--- config.mk ---
export PLATFORM = sky130hd
export DESIGN_NAME = smr_rx
export DESIGN_NICKNAME = d
export VERILOG_FILES = /design/src/verilog/smr_pkg.sv /design/src/verilog/smr_rx.sv
export SDC_FILE = /design/constraint.sdc
export NUM_CORES = 1
export LEC_CHECK = 0
export CORE_ASPECT_RATIO = 0.75
export CORE_MARGIN = 2
export CORE_UTILIZATION = 60
export DETAILED_ROUTE_END_ITERATION = 12
export DONT_BUFFER_PORTS = 1
export GPL_ROUTABILITY_DRIVEN = 0
export PLACE_DENSITY = 0.75
export SLEW_MARGIN = 20
export SYNTH_ARGS = -nofsm -noshare
export SYNTH_HDL_FRONTEND = slang
export SYNTH_SLANG_ARGS = --single-unit
--- constraint.sdc ---
create_clock -name clk -period 3 [get_ports clk]
set_input_delay 0.45 -clock clk [delete_from_list [all_inputs] [get_ports clk]]
set_output_delay 0.45 -clock clk [all_outputs]
set_load 0.02 [all_outputs]
--- src/verilog/smr_pkg.sv ---
// Package: register map, fields and timing for the synchronous master receiver
package smr_pkg;
  // Register byte offsets
  localparam logic [7:0] OFS_CTRL   = 8'h00;  // receive_status_control_reg
  localparam logic [7:0] OFS_DATA   = 8'h04;  // receive_data_reg
  localparam logic [7:0] OFS_BAUDL  = 8'h08;  // baud_divisor_low
  localparam logic [7:0] OFS_BAUDH  = 8'h0C;  // baud_divisor_high
  localparam logic [7:0] OFS_CFG    = 8'h10;  // mode configuration
  localparam logic [7:0] OFS_STAT   = 8'h14;  // sticky interrupt status
  localparam logic [7:0] OFS_MASK   = 8'h18;  // interrupt mask
  // Control register fields
  localparam int B_RX9D  = 0;   // received ninth bit
  localparam int B_OERR  = 1;   // overrun error
  localparam int B_FERR  = 2;   // framing error, always zero in this mode
  localparam int B_RX9EN = 6;   // ninth_bit_receive_enable
  localparam int B_SERIAL_PORT_ENABLE  = 7;   // serial_port_enable
  localparam int B_CONTINUOUS_RECEIVE_ENABLE  = 4;   // continuous_receive_enable
  localparam int B_SINGLE_RECEIVE_ENABLE  = 5;   // single_receive_enable
  // Config register fields
  localparam int B_SYNC  = 0;   // clocked mode select
  localparam int B_CLOCK_SOURCE_MASTER_SELECT  = 1;   // clock_source_master_select
  localparam int B_WIDE_BAUD_GENERATOR_SELECT = 2;   // wide_baud_generator_select
  localparam int B_CKP   = 3;   // clock_polarity_select
  // Status / mask fields
  localparam int B_IDONE = 0;   // receive_done_flag
  localparam int B_IOERR = 1;   // overrun event
  localparam int NIRQ    = 2;
  // Reset values
  localparam logic [7:0]  CTRL_RST = 8'h00;
  localparam logic [3:0]  CFG_RST  = 4'h0;
  localparam logic [15:0] BAUD_RST = 16'h0000;
  localparam logic [1:0]  HTRANS_NONSEQ = 2'h2;
  localparam logic [31:0] ZERO32   = 32'h00000000;

  typedef enum logic [1:0] {SMR_IDLE, SMR_LOW, SMR_HIGH} smr_state_e;

  // Captured AHB address phase
  typedef struct packed {
    logic       wr;
    logic       rd;
    logic [7:0] addr;
  } smr_aphase_s;
endpackage : smr_pkg

--- src/verilog/smr_rx.sv ---
// Synchronous master serial receiver with AHB-Lite register slave
//
// The implementer's own choices: register access over AHB-Lite and the register addresses.
`timescale 1ns/100ps
//////////////////////////////////////////////////////////////////////////////
// Overview of operation
// - Reception starts only when single or continuous receive enable is set
// - Data pin is sampled on each falling edge of the shift clock
// - Single enable alone receives one word, then clears and stops
// - Continuous enable receives words back to back until cleared
// - With both enables set, continuous reception wins
// - Each finished word sets the done flag; enabled flag raises interrupt
// - Ninth bit and error flags appear in the status/control register
// - Lower eight bits of each word are read from the data register
// - Clearing continuous enable clears pending reception error
module smr_rx (
  input  wire logic        clk,         // System clock, 100 MHz
  input  wire logic        rst,         // Async reset, active high
  input  wire logic        hsel,        // AHB slave select
  input  wire logic [31:0] haddr,       // AHB address
  input  wire logic [1:0]  htrans,      // AHB transfer type
  input  wire logic        hwrite,      // AHB write
  input  wire logic [2:0]  hsize,       // AHB size, word only
  input  wire logic [31:0] hwdata,      // AHB write data
  input  wire logic        hready,      // AHB bus ready
  output logic      [31:0] hrdata,      // AHB read data
  output logic             hreadyout,   // AHB slave ready
  output logic             hresp,       // AHB response, always OKAY
  input  wire logic        rx_data_in,  // serial_data_pin input
  output logic             sclk_out,    // Shift clock pin output
  output logic             sclk_oe,     // Shift clock drive enable
  output logic             irq          // Level interrupt
);

  //////////////////////////////////////////////////////////////////////////////
  // The block is link master: it drives the shift clock and takes one bit
  // per falling edge. Bus writes land at the end of their data phase, so a
  // read issued right after a write already sees the new value. Status
  // bits are sticky; the mask only gates the level output.
  // Registers and internal nets
  logic [7:0]               ctrl_ff;
  logic [3:0]               cfg_ff;
  logic [15:0]              baud_ff;
  logic [7:0]               data_ff;
  logic [smr_pkg::NIRQ-1:0] stat_ff;
  logic [smr_pkg::NIRQ-1:0] mask_ff;
  logic                     ninth_ff;
  logic                     oerr_ff;
  logic                     unread_ff;
  smr_pkg::smr_aphase_s     ap_ff;
  smr_pkg::smr_state_e      state_ff;
  logic [15:0]              cnt_ff;
  logic [3:0]               bit_ff;
  logic [8:0]               shift_ff;
  logic                     sclk_ff;
  logic                     rx_s1_ff;
  logic                     rx_s2_ff;
  logic                     word_done;
  logic                     srend_clr;
  logic                     tick;
  logic [15:0]              nxt_cnt;
  logic [3:0]               last_bit;
  logic                     active;
  logic                     wr_en;
  logic                     rd_data;
  logic [31:0]              wval;
  logic [smr_pkg::NIRQ-1:0] stat_set;
  logic                     stat_clr;
  logic                     overrun;

  //////////////////////////////////////////////////////////////////////////////
  // Bus slave: zero wait states, so ready and response are constant
  // Size is ignored; every register is one aligned word
  assign hreadyout = 1'b1;
  assign hresp     = 1'b0;
  assign wval      = hwdata;
  assign wr_en     = ap_ff.wr;
  assign rd_data   = ap_ff.rd && (ap_ff.addr == smr_pkg::OFS_DATA);

  // Address phase capture
  // Taken only while hready is high, so a stalled bus starts no phase
  always_ff @(posedge clk or posedge rst) begin
    if (rst) begin
      ap_ff <= '0;
    end else if (hready) begin
      ap_ff.wr   <= hsel && (htrans == smr_pkg::HTRANS_NONSEQ) && hwrite;
      ap_ff.rd   <= hsel && (htrans == smr_pkg::HTRANS_NONSEQ) && !hwrite;
      ap_ff.addr <= {haddr[7:2], 2'h0};
    end else begin
      ap_ff.wr <= 1'b0;
      ap_ff.rd <= 1'b0;
    end
  end

  // Read mux; unmapped offsets read zero
  // A data read also retires the unread word for overrun tracking
  always_comb begin
    hrdata = smr_pkg::ZERO32;
    if (ap_ff.rd) begin
      unique case (ap_ff.addr)
        smr_pkg::OFS_CTRL: begin
          hrdata[7:0] = {ctrl_ff[7:3], 1'b0, oerr_ff, ninth_ff};
        end
        smr_pkg::OFS_DATA:  hrdata[7:0]  = data_ff;
        smr_pkg::OFS_BAUDL: hrdata[7:0]  = baud_ff[7:0];
        smr_pkg::OFS_BAUDH: hrdata[7:0]  = baud_ff[15:8];
        smr_pkg::OFS_CFG:   hrdata[3:0]  = cfg_ff;
        smr_pkg::OFS_STAT:  hrdata[1:0]  = stat_ff;
        smr_pkg::OFS_MASK:  hrdata[1:0]  = mask_ff;
        default:            hrdata       = smr_pkg::ZERO32;
      endcase
    end
  end

  //////////////////////////////////////////////////////////////////////////////
  // Control register; a software write wins over the hardware clear
  // of the single enable, since the write carries the newer intent
  always_ff @(posedge clk or posedge rst) begin
    if (rst) begin
      ctrl_ff <= smr_pkg::CTRL_RST;
    end else if (wr_en && ap_ff.addr == smr_pkg::OFS_CTRL) begin
      ctrl_ff <= {wval[7:3], 3'h0};
    end else if (srend_clr) begin
      ctrl_ff[smr_pkg::B_SINGLE_RECEIVE_ENABLE] <= 1'b0;
    end
  end

  // Configuration and baud divisors
  // Divisors are used live; change them only while the link is idle
  always_ff @(posedge clk or posedge rst) begin
    if (rst) begin
      cfg_ff  <= smr_pkg::CFG_RST;
      baud_ff <= smr_pkg::BAUD_RST;
      mask_ff <= '0;
    end else if (wr_en) begin
      if (ap_ff.addr == smr_pkg::OFS_CFG)   cfg_ff        <= wval[3:0];
      if (ap_ff.addr == smr_pkg::OFS_BAUDL) baud_ff[7:0]  <= wval[7:0];
      if (ap_ff.addr == smr_pkg::OFS_BAUDH) baud_ff[15:8] <= wval[7:0];
      if (ap_ff.addr == smr_pkg::OFS_MASK)  mask_ff       <= wval[1:0];
    end
  end

  // Overrun: a word lands while the previous one is still unread;
  // a data read in the same cycle counts as taken in time
  assign overrun = word_done && unread_ff && !rd_data;

  // Received data, ninth bit and overrun; set wins over clear
  always_ff @(posedge clk or posedge rst) begin
    if (rst) begin
      data_ff   <= '0;
      ninth_ff  <= 1'b0;
      oerr_ff   <= 1'b0;
      unread_ff <= 1'b0;
    end else begin
      if (word_done) begin
        // Nine-bit words sit at the bottom, eight-bit words one place up
        // word to data register
        data_ff   <= ctrl_ff[smr_pkg::B_RX9EN] ? shift_ff[7:0] : shift_ff[8:1];
        ninth_ff  <= ctrl_ff[smr_pkg::B_RX9EN] ? shift_ff[8] : 1'b0;
        unread_ff <= 1'b1;
      end else if (rd_data) begin
        unread_ff <= 1'b0;
      end
      if (overrun) begin
        oerr_ff <= 1'b1;
      end else if (!ctrl_ff[smr_pkg::B_CONTINUOUS_RECEIVE_ENABLE]) begin
        oerr_ff <= 1'b0;
      end
    end
  end

  // Write-one-to-clear strobe and event sources of the status bits
  assign stat_clr = wr_en && (ap_ff.addr == smr_pkg::OFS_STAT);
  assign stat_set[smr_pkg::B_IDONE] = word_done;
  assign stat_set[smr_pkg::B_IOERR] = overrun;

  // Sticky status per bit; a new event wins over a same-cycle clear
  generate
    for (genvar gi = 0; gi < smr_pkg::NIRQ; gi++) begin : g_stat
      always_ff @(posedge clk or posedge rst) begin
        if (rst) begin
          stat_ff[gi] <= 1'b0;
        end else if (stat_set[gi]) begin
          stat_ff[gi] <= 1'b1;
        end else if (stat_clr && wval[gi]) begin
          stat_ff[gi] <= 1'b0;
        end
      end
    end
  endgenerate

  // masked interrupt level
  // Software clears the source bit, never the line itself
  assign irq = |(stat_ff & mask_ff);

  //////////////////////////////////////////////////////////////////////////////
  // Data pin synchroniser
  // Only the second flop feeds logic; the first may be metastable
  always_ff @(posedge clk or posedge rst) begin
    if (rst) begin
      rx_s1_ff <= 1'b0;
      rx_s2_ff <= 1'b0;
    end else begin
      rx_s1_ff <= rx_data_in;
      rx_s2_ff <= rx_s1_ff;
    end
  end

  // enables gate reception; master, enabled, synchronous only
  // Port enable, clocked mode and master clock must all be set as well
  assign active = ctrl_ff[smr_pkg::B_SERIAL_PORT_ENABLE] && cfg_ff[smr_pkg::B_SYNC] &&
                  cfg_ff[smr_pkg::B_CLOCK_SOURCE_MASTER_SELECT] &&
                  (ctrl_ff[smr_pkg::B_SINGLE_RECEIVE_ENABLE] || ctrl_ff[smr_pkg::B_CONTINUOUS_RECEIVE_ENABLE]);
  assign last_bit = ctrl_ff[smr_pkg::B_RX9EN] ? 4'h8 : 4'h7;
  // Baud tick: divisor+1 cycles per half period; 8-bit divisor when narrow
  // Narrow mode ignores the high divisor byte entirely
  assign nxt_cnt  = cfg_ff[smr_pkg::B_WIDE_BAUD_GENERATOR_SELECT] ? baud_ff : {8'h00, baud_ff[7:0]};
  assign tick     = (cnt_ff == 16'h0000);

  //////////////////////////////////////////////////////////////////////////////
  // Link side: baud timing, bit sequencing and pin drive

  // shift clock generator and bit sequencer
  // Each half period lasts divisor plus one clocks. Dropping every set
  // receive enable aborts at once and discards the partial word; the shift
  // clock returns to its idle level one clock later. The far side
  // should move its data just after a fall, which leaves it a full
  // period to settle through the two-flop synchroniser.
  always_ff @(posedge clk or posedge rst) begin
    if (rst) begin
      state_ff <= smr_pkg::SMR_IDLE;
      cnt_ff   <= '0;
      bit_ff   <= '0;
      shift_ff <= '0;
      sclk_ff  <= 1'b0;
    end else begin
      unique case (state_ff)
        smr_pkg::SMR_IDLE: begin
          // Preload the divisor so the first high half is full length
          sclk_ff <= 1'b0;
          bit_ff  <= '0;
          cnt_ff  <= nxt_cnt;
          if (active) begin
            state_ff <= smr_pkg::SMR_HIGH;
            sclk_ff  <= 1'b1;
          end
        end
        smr_pkg::SMR_HIGH: begin
          cnt_ff <= tick ? nxt_cnt : cnt_ff - 16'h0001;
          if (!active) begin
            state_ff <= smr_pkg::SMR_IDLE;
          end else if (tick) begin
            sclk_ff  <= 1'b0;
            shift_ff <= {rx_s2_ff, shift_ff[8:1]};
            state_ff <= smr_pkg::SMR_LOW;
          end
        end
        smr_pkg::SMR_LOW: begin
          cnt_ff <= tick ? nxt_cnt : cnt_ff - 16'h0001;
          if (!active) begin
            state_ff <= smr_pkg::SMR_IDLE;
          end else if (tick) begin
            bit_ff <= (bit_ff == last_bit) ? 4'h0 : bit_ff + 4'h1;
            // continuous keeps going; single ends after one word
            if (bit_ff == last_bit && !ctrl_ff[smr_pkg::B_CONTINUOUS_RECEIVE_ENABLE]) begin
              state_ff <= smr_pkg::SMR_IDLE;
            end else begin
              sclk_ff  <= 1'b1;
              state_ff <= smr_pkg::SMR_HIGH;
            end
          end
        end
      endcase
    end
  end

  // Word completes at end of the last low half period
  // Single mode clears its enable on the same edge the word lands
  assign word_done = (state_ff == smr_pkg::SMR_LOW) && tick && active &&
                     (bit_ff == last_bit);
  assign srend_clr = word_done && !ctrl_ff[smr_pkg::B_CONTINUOUS_RECEIVE_ENABLE];

  // Shift clock pin; polarity select inverts the idle level
  // The pin stays driven between words while the port is set up as
  // master, so the far side never sees a floating clock
  assign sclk_out = sclk_ff ^ cfg_ff[smr_pkg::B_CKP];
  assign sclk_oe  = ctrl_ff[smr_pkg::B_SERIAL_PORT_ENABLE] && cfg_ff[smr_pkg::B_SYNC] &&
                    cfg_ff[smr_pkg::B_CLOCK_SOURCE_MASTER_SELECT];

endmodule : smr_rx
## Word level (Yosys, flattened, before mapping)

Index checks and enable logic that the tools add are counted.

| storage, ports and cells | value |
|---|---|
| output and inout bits | 37 |
| register bits | 82 |
| word-level logic and storage cells | 124 |
| memory bits (writable) | 0 |
| input bits | 75 |
| memories kept | 0 |
| memory bits (read-only) | 0 |
| bits in latches | 0 |

| cells by class | value |
|---|---|
| add/subtract/negate cells | 2 |
| eq/ne operators | 19 |
| shifts and indexed selects | 0 |
| multipliers | 0 |
| order comparisons | 0 |
| reductions and logical operators | 40 |
| bitwise logic cells | 2 |
| div/mod/pow operators | 0 |
| mux-type cells | 39 |

Operator list:

| operator | count |
|---|---|
| 16-bit two-way mux | 2 |
| 16-bit one-hot mux with 2 select lines | 1 |
| 6-bit by 3-bit equality test with 1-bit output, second input constant | 3 |
| 1-bit logical AND | 18 |
| 1-bit two-way mux | 17 |
| 16-bit logical NOT | 1 |
| 4-bit two-way mux | 4 |
| 8-bit two-way mux | 2 |
| 4-bit one-hot mux with 4 select lines | 1 |
| 16-bit by 1-bit subtractor with 16-bit output, second input constant | 1 |
| 2-bit two-way mux | 7 |
| 2-bit one-hot mux with 7 select lines | 1 |
| 6-bit by 2-bit equality test with 1-bit output, second input constant | 2 |
| 2-bit inequality test, second input constant | 6 |
| 2-bit one-hot mux with 5 select lines | 1 |
| 2-bit nonzero test | 5 |
| 3-bit AND reduction | 3 |
| 8-bit logical NOT | 1 |
| 4-bit one-hot mux with 2 select lines | 1 |
| 2-bit AND reduction | 4 |
| 6-bit by 1-bit equality test with 1-bit output, second input constant | 1 |
| 3-bit inequality test, second input constant | 2 |
| 2-bit one-hot mux with 3 select lines | 1 |
| 5-bit AND reduction | 1 |
| 12 further kinds | 16 |

## Depth between registers and ports, before layout

Gate-level depths: netlist of the first run.

| logic depth | value |
|---|---|
| depth in word-level cells | 8 |
| depth in mapped cells | 8 |

## Least setup slack after synthesis of the first run

No wires, ideal clock.

| timing | value |
|---|---|
| path kind | register -> output |
| start point | register ap_ff[7] in the netlist's numbering |
| end point | output hrdata[6] |
| arrival time | 1.932 ns |
| data required time | 2.550 ns |
| buffers on the path | 1 |
| slack | 0.618 ns |
| stages on the path, launching flop included | 7 |
| cell sequence | dfrtp_1 nor4_2 buf_2 nand2_1 nor2_1 a21oi_1 a211oi_1 |

| between the ends | value |
|---|---|
| longest elaborated chain between the ends | 3 |
| elaborated cells on any way between the ends | 6 |
| classes of those cells | 3 x eq/ne; 2 x mux; 1 x reduce/logical |

RTL lines:

| element | line | text |
|---|---|---|
| start, declared | smr_rx.sv:50 | `smr_pkg::smr_aphase_s ap_ff;` |
| 6-bit by 2-bit equality test with 1-bit output (tied with other cells) | smr_rx.sv:100 | `unique case (ap_ff.addr)` |
| 4-bit one-hot mux with 4 select lines (*) | smr_rx.sv:100 |  |
| 8-bit two-way mux (*) | smr_rx.sv:99 | `if (ap_ff.rd) begin` |
| end, declared | smr_rx.sv:26 | `output logic [31:0] hrdata,` |

Mark *: on every way between the ends. The rest lies on a longest branch, timed or not.

## Worst setup path after layout of the first run

| timing | value |
|---|---|
| start point | register ap_ff[3] in the netlist's numbering |
| end point | output hrdata[2] |

| between the ends | value |
|---|---|
| longest elaborated chain between the ends | 3 |
| elaborated cells on any way between the ends | 7 |
| classes of those cells | 4 x eq/ne; 2 x mux; 1 x reduce/logical |

RTL lines:

| element | line |
|---|---|
| 6-bit by 3-bit equality test with 1-bit output (tied with other cells) | smr_rx.sv:100 |
| 2-bit one-hot mux with 5 select lines (*) | smr_rx.sv:100 |
| 8-bit two-way mux (*) | smr_rx.sv:99 |

Marked as above.

==> results of run 1 <==
## final timing paths
check / startpoint / end / slack (ps) / depth (start not counted)
min in group clk: rx_data_in / rx_s1_ff$_DFF_PP0_ / 120 / 0
max: ap_ff[3]$_DFFE_PP0P_ / hrdata[2] / 330 / 4
max in group asynchronous: rst / cnt_ff[3]$_DFF_PP0_ / 2220 / 2
min: rst / ap_ff[7]$_DFFE_PP0P_ / 50 / 1
min reg2reg: rx_s1_ff$_DFF_PP0_ / rx_s2_ff$_DFF_PP0_ / 360 / 0
max reg2reg: ap_ff[3]$_DFFE_PP0P_ / baud_ff[12]$_DFFE_PP0P_ / 760 / 2
## synthesized netlist by cell type, types with 2 or more instances
library cell / count / area [sq um]
a211oi_1: 4 / 30.0
a21oi_1: 7 / 35.0
a22o_1: 3 / 26.3
a22oi_1: 4 / 30.0
a311oi_1: 4 / 35.0
and2_1: 2 / 12.5
and3_1: 3 / 18.8
and4b_1: 2 / 20.0
buf_2: 6 / 30.0
buf_4: 26 / 195
clkbuf_1: 12 / 45.0
conb_1: 2 / 7.51
dfrtp_1: 82 / 2050
ha_1: 6 / 75.1
inv_1: 11 / 41.3
mux2_2: 33 / 372
mux2i_1: 12 / 120
mux4_2: 3 / 67.6
nand2_1: 55 / 206
nand3_1: 17 / 85.1
nand4_1: 4 / 25.0
nand4b_1: 3 / 26.3
nor2_1: 20 / 75.1
nor2b_1: 12 / 75.1
nor3_1: 5 / 25.0
nor3b_1: 3 / 22.5
nor4b_1: 3 / 26.3
o211ai_1: 2 / 15.0
o21ai_0: 41 / 205
o21ai_1: 2 / 10.0
xnor2_1: 5 / 43.8
xor2_1: 9 / 78.8
## sequential cells by signal, summed over array words and instances, names as in the netlist
name / flops
ctrl_ff: 5
ninth_ff: 1
stat_ff: 2
ap_ff: 7
rx_s2_ff: 1
sclk_ff: 1
cfg_ff: 4
shift_ff: 9
bit_ff: 4
oerr_ff: 1
mask_ff: 2
baud_ff: 16
cnt_ff: 16
rx_s1_ff: 1
data_ff: 8
state_ff: 2
wr_en: 1
unread_ff: 1
## logic make-up after synthesis
| logic type | Yosys count |
|---|---|
| buffers and inverters | 56 |
| adder cells (fa/ha/maj) | 6 |
| other | 2 |
| XOR/XNOR | 14 |
| flip-flops | 82 |
| AO/OA/AOI/OAI | 75 |
| multiplexers | 48 |
| AND/OR/NAND/NOR | 139 |
## routing by layer
layer	vias up	wire, um
met3	11	549
met4	0	107
li1	1437	-
met5	-	0
met1	1515	4060
met2	93	3950
## layout make-up
class,count,share of cell area
multi-input cells,308,0.454
flip-flops and latches,82,0.453
clock buffers,12,0.0342
well taps,98,0.0271
repair buffers,10,0.0166
inverters,11,0.00939
clock inverters,4,0.00580
## worst max-delay path, stage by stage (launching register included)
cell	delay, ps
dfrtp_1	950
nor2b_1	290
a22o_1	180
a22oi_1	60
nor2b_1	380
## power breakdown
group          total, mW  internal [mW]  switching (mW)
combinational      0.665          0.278           0.388
sequential          1.45           1.25           0.197
clock              0.737          0.345           0.392
==> impl_metrics.yaml, run 1 <==
cts:
  cts_buffers: 9
  hold_buffers: 0
  cts_resized: 0
  cts_tree: "done"
  clock_latency_ps: 350
  postCtsSetupRepairBufs: 0
  clk_pin_slew_worst_paths_ps: 80
  cts-htree-levels: 3
  clockBufferDepth: 2
  clkSinkCount: 82
  cts-root-buf: "clkbuf_8"
yosys:
  avgSynthCellArea_sq_um: 10.3
  synthDistinctLibCells: 51
  synth-simple-area-share: 0.172
  synth_compound_area_frac: 0.106
  synth_xor_area_frac: 0.0283
  synth_adder_area_share: 0.0173
  synthCells: 422
  async_flop_share: 1.00
  synth_edf_count: 0
  synth_top_family_by_area: "simple AND/OR/NAND/NOR gates"
  yosysSeqAreaShare: 0.473
  yosysWarnings: 0
  muxShareOfSynthArea: 0.129
  synth_seq_cells: 82
  synthFlopType: "dfrtp_1"
  synthesis.area_sq_um: 4340
power:
  leakagePower_nw: 2.01
  total_power_mw: 2.85
  p_per_area_nw_per_um2: 629
  ir_worst_vdd_v: 0.000402
routing:
  drcViolationCount: 0
  wl_per_cell_um: 16.5
  drtIter0Drc: 138
  avgViaCountPerCell: 5.82
  drtPass1Iterations: 4
  routed_wl_mm: 8.66
  ant_nets: 0
  vias: 3056
run_status:
  outcome: "finished clean"
global_route:
  use_met1: 0.368
  use_met2: 0.349
  grt_overflow: 0
  top_usage_layer: "met1"
  grt_pass1_vias: 3051
  grt.met3_usage: 0.0739
  grt_max_degree: 40
  grt_pass1_wl_mm: 15.0
  grtUsageTotal: 0.244
  antenna_found_initial: 0
sta:
  slew-limit-headroom: 0.384
  fin_skew_ps: 6.08
  rsz0062_at_grt: "no"
  max_freq_mhz: 375
  setup-tns-final_ps: 0
  setup_slack_ps: 331
  hold_viol_final: 0
  slew_violations: 0
  worst_pin_slew_ps: 924
  period_needed_ps: 2670
  setup_viol: 0
  worst_hold_slack_ps: 48.3
  finalCritPeriodShare: 0.890
critical_path:
  cp.required_ps: 2550
  worstSetupEndpointType: "primary output"
  cp_max_fo: 27
  crit_type: "register to primary output"
  cp-start-kind: "register"
  cp.arrival_ps: 2220
cells_and_area:
  n_antenna_cell: 0
  finalNetCount: 503
  layout.cells.most_common_list: "dfrtp_1 (82), nand2_1 (55), o21ai_0 (41)"
  regArea_sq_um: 2050
  stdcell_count: 525
  n_fill_cell: 575
  final_common_cell: "dfrtp_1"
  syn_to_final_growth_pct: 4.53
  layout-drive-gt1-share: 0.162
  stdcell_area_sq_um: 4530
  multiInputGateArea_sq_um: 2060
  post-route-util: 0.657
die:
  die-area_sq_um: 7930
  io_pins: 112
  rows: 26
  die_x_um: 102
  chipHeight_um: 77.6
  start_util: 0.629
  coreArea_sq_um: 6900
placement:
  portBuffers: 0
  dp_slack_ps: 742
  placedCellCount: 509
  hpwl_mm: 6.36
  place_area_sq_um: 4350
worst_hold_path:
  min_path_type: "input pin to async pin"
flow_run:
  drv_cap: 0
No activity file was read; power rests on OpenSTA's default activity.
==> inputs of run 2 (changes only) <==
Settings changed: CTS_BUF_LIST from default to sky130_fd_sc_hd__clkbuf_16.
==> run 2 against run 1 <==
Effect of this change: setup slack improved by 39 ps; critical endpoint unchanged; sequential share of layout area decreased by 0.80 points; die area unchanged; combinational power about the same; register-to-register slack improved by 30 ps.
==> impl_metrics.yaml, run 2 (synthesis results as in run 1) <==
sta:
  rsz0062_at_grt: "no"
  worst_pin_slew_ps: 901
  hold_viol_final: 0
  setup-tns-final_ps: 0
  slew-limit-headroom: 0.399
  slew_violations: 0
  period_needed_ps: 2630
  fin_skew_ps: 5.09
  max_freq_mhz: 380
  setup_viol: 0
  finalCritPeriodShare: 0.877
power:
  leakagePower_nw: 2.05
  ir_worst_vdd_v: 0.000402
  p_per_area_nw_per_um2: 670
routing:
  drtIter0Drc: 152
  wl_per_cell_um: 16.5
  drtPass1Iterations: 4
  drcViolationCount: 0
  routed_wl_mm: 8.66
  vias: 3035
  ant_nets: 0
  avgViaCountPerCell: 5.78
cts:
  cts-htree-levels: 3
  hold_buffers: 0
  clock_latency_ps: 330
  postCtsSetupRepairBufs: 0
  clk_pin_slew_worst_paths_ps: 60
  cts-root-buf: "clkbuf_16"
  cts_resized: 0
  clockBufferDepth: 2
  cts_buffers: 9
  clkSinkCount: 82
  cts_tree: "done"
placement:
  placedCellCount: 509
  portBuffers: 0
  hpwl_mm: 6.36
global_route:
  grt_pass1_wl_mm: 15.1
  grt_overflow: 0
  grtUsageTotal: 0.246
  antenna_found_initial: 0
  grt_max_degree: 40
  grt_pass1_vias: 3088
die:
  rows: 26
  chipHeight_um: 77.6
  io_pins: 112
  die-area_sq_um: 7930
  die_x_um: 102
  start_util: 0.629
  coreArea_sq_um: 6900
cells_and_area:
  n_antenna_cell: 0
  finalNetCount: 503
  syn_to_final_growth_pct: 6.41
  layout.cells.most_common_list: "dfrtp_1 (82), nand2_1 (55), o21ai_0 (41)"
  layout-drive-gt1-share: 0.157
  top_regs: "baud_ff x16, cnt_ff x16, shift_ff x9"
  stdcell_count: 525
  final_common_cell: "dfrtp_1"
critical_path:
  cp.arrival_ps: 2180
  slowest_delay_ps: 930
  r2r-end: "baud_ff[11]$_DFFE_PP0P_"
  rrSetupSlack_ps: 790
  cpMostUsedCell: "nor2b_1"
  crit_chain: "nor2b_1 > a22o_1 > a22oi_1 > nor2b_1"
  crit_type: "register to primary output"
  cp.required_ps: 2550
  worstSetupEndpointType: "primary output"
  reg2reg_depth: 2
  reg2reg_from: "ap_ff[3]$_DFFE_PP0P_"
  cp-start-kind: "register"
  cp_slowest_cell: "dfrtp_1"
  cp_max_fo: 27
worst_hold_path:
  min_path_type: "input pin to async pin"
run_status:
  outcome: "finished clean"
flow_run:
  drv_cap: 0
-- run 2: critical path, delay by kind of cell, from the launching register on --
family          cells  cell delay, ps
flops               1             930
simple gates        2             680
compound gates      2             240
-- run 2: worst max-delay path by stage --
| stage | from | to | slack [ps] |
|---|---|---|---|
| final | ap_ff[3]$_DFFE_PP0P_ | hrdata[2] | 370 |
| after global routing | ap_ff[3]$_DFFE_PP0P_ | hrdata[2] | 140 |
| after CTS | ap_ff[3]$_DFFE_PP0P_ | hrdata[2] | 360 |
| after detailed placement | ap_ff[3]$_DFFE_PP0P_ | hrdata[2] | 740 |
| after global placement | ap_ff[3]$_DFFE_PP0P_ | hrdata[2] | 760 |
| after floorplan | rst | ap_ff[2]$_DFFE_PP0P_ | 440 |
-- run 2: layout make-up --
cell class / instances / area (sq um)
clock inverter: 7 / 37.5
tap: 98 / 123
fill: 556 / 2280
inverter: 11 / 42.5
clock buffer: 9 / 225
sequential: 82 / 2050
multi-input combinational: 308 / 2060
timing repair buffer: 10 / 75.1
-- run 2: per-stage QoR --
stage          setup WS, ps  cell area (sq um)  power, mW  hold WS (ps)   util
3_3_place_gp            763               4350       2.10           335  0.631
5_1_grt                 136               4610       3.29           109  0.669
2_1_floorplan           442               4430       2.00           331      -
4_1_cts                 361               4610       3.10          88.6  0.669
6_report                369               4610       3.09          67.9  0.669
3_5_place_dp            742               4350       2.13           342  0.631
-- run 2: where the power goes --
part | switching (mW) | internal [mW] | total (mW)
sequential | 0.198 | 1.25 | 1.45
combinational | 0.389 | 0.277 | 0.667
clock | 0.421 | 0.549 | 0.971
total | 1.01 | 2.08 | 3.09
-- run 2: layer usage --
layer / track usage / vias up / part of all wire
li1: - / 1443 / -
met4: 0.0627 / 0 / 0.015
met2: 0.353 / 91 / 0.45
met3: 0.0775 / 13 / 0.061
met5: 0 / - / 0
met1: 0.365 / 1488 / 0.48
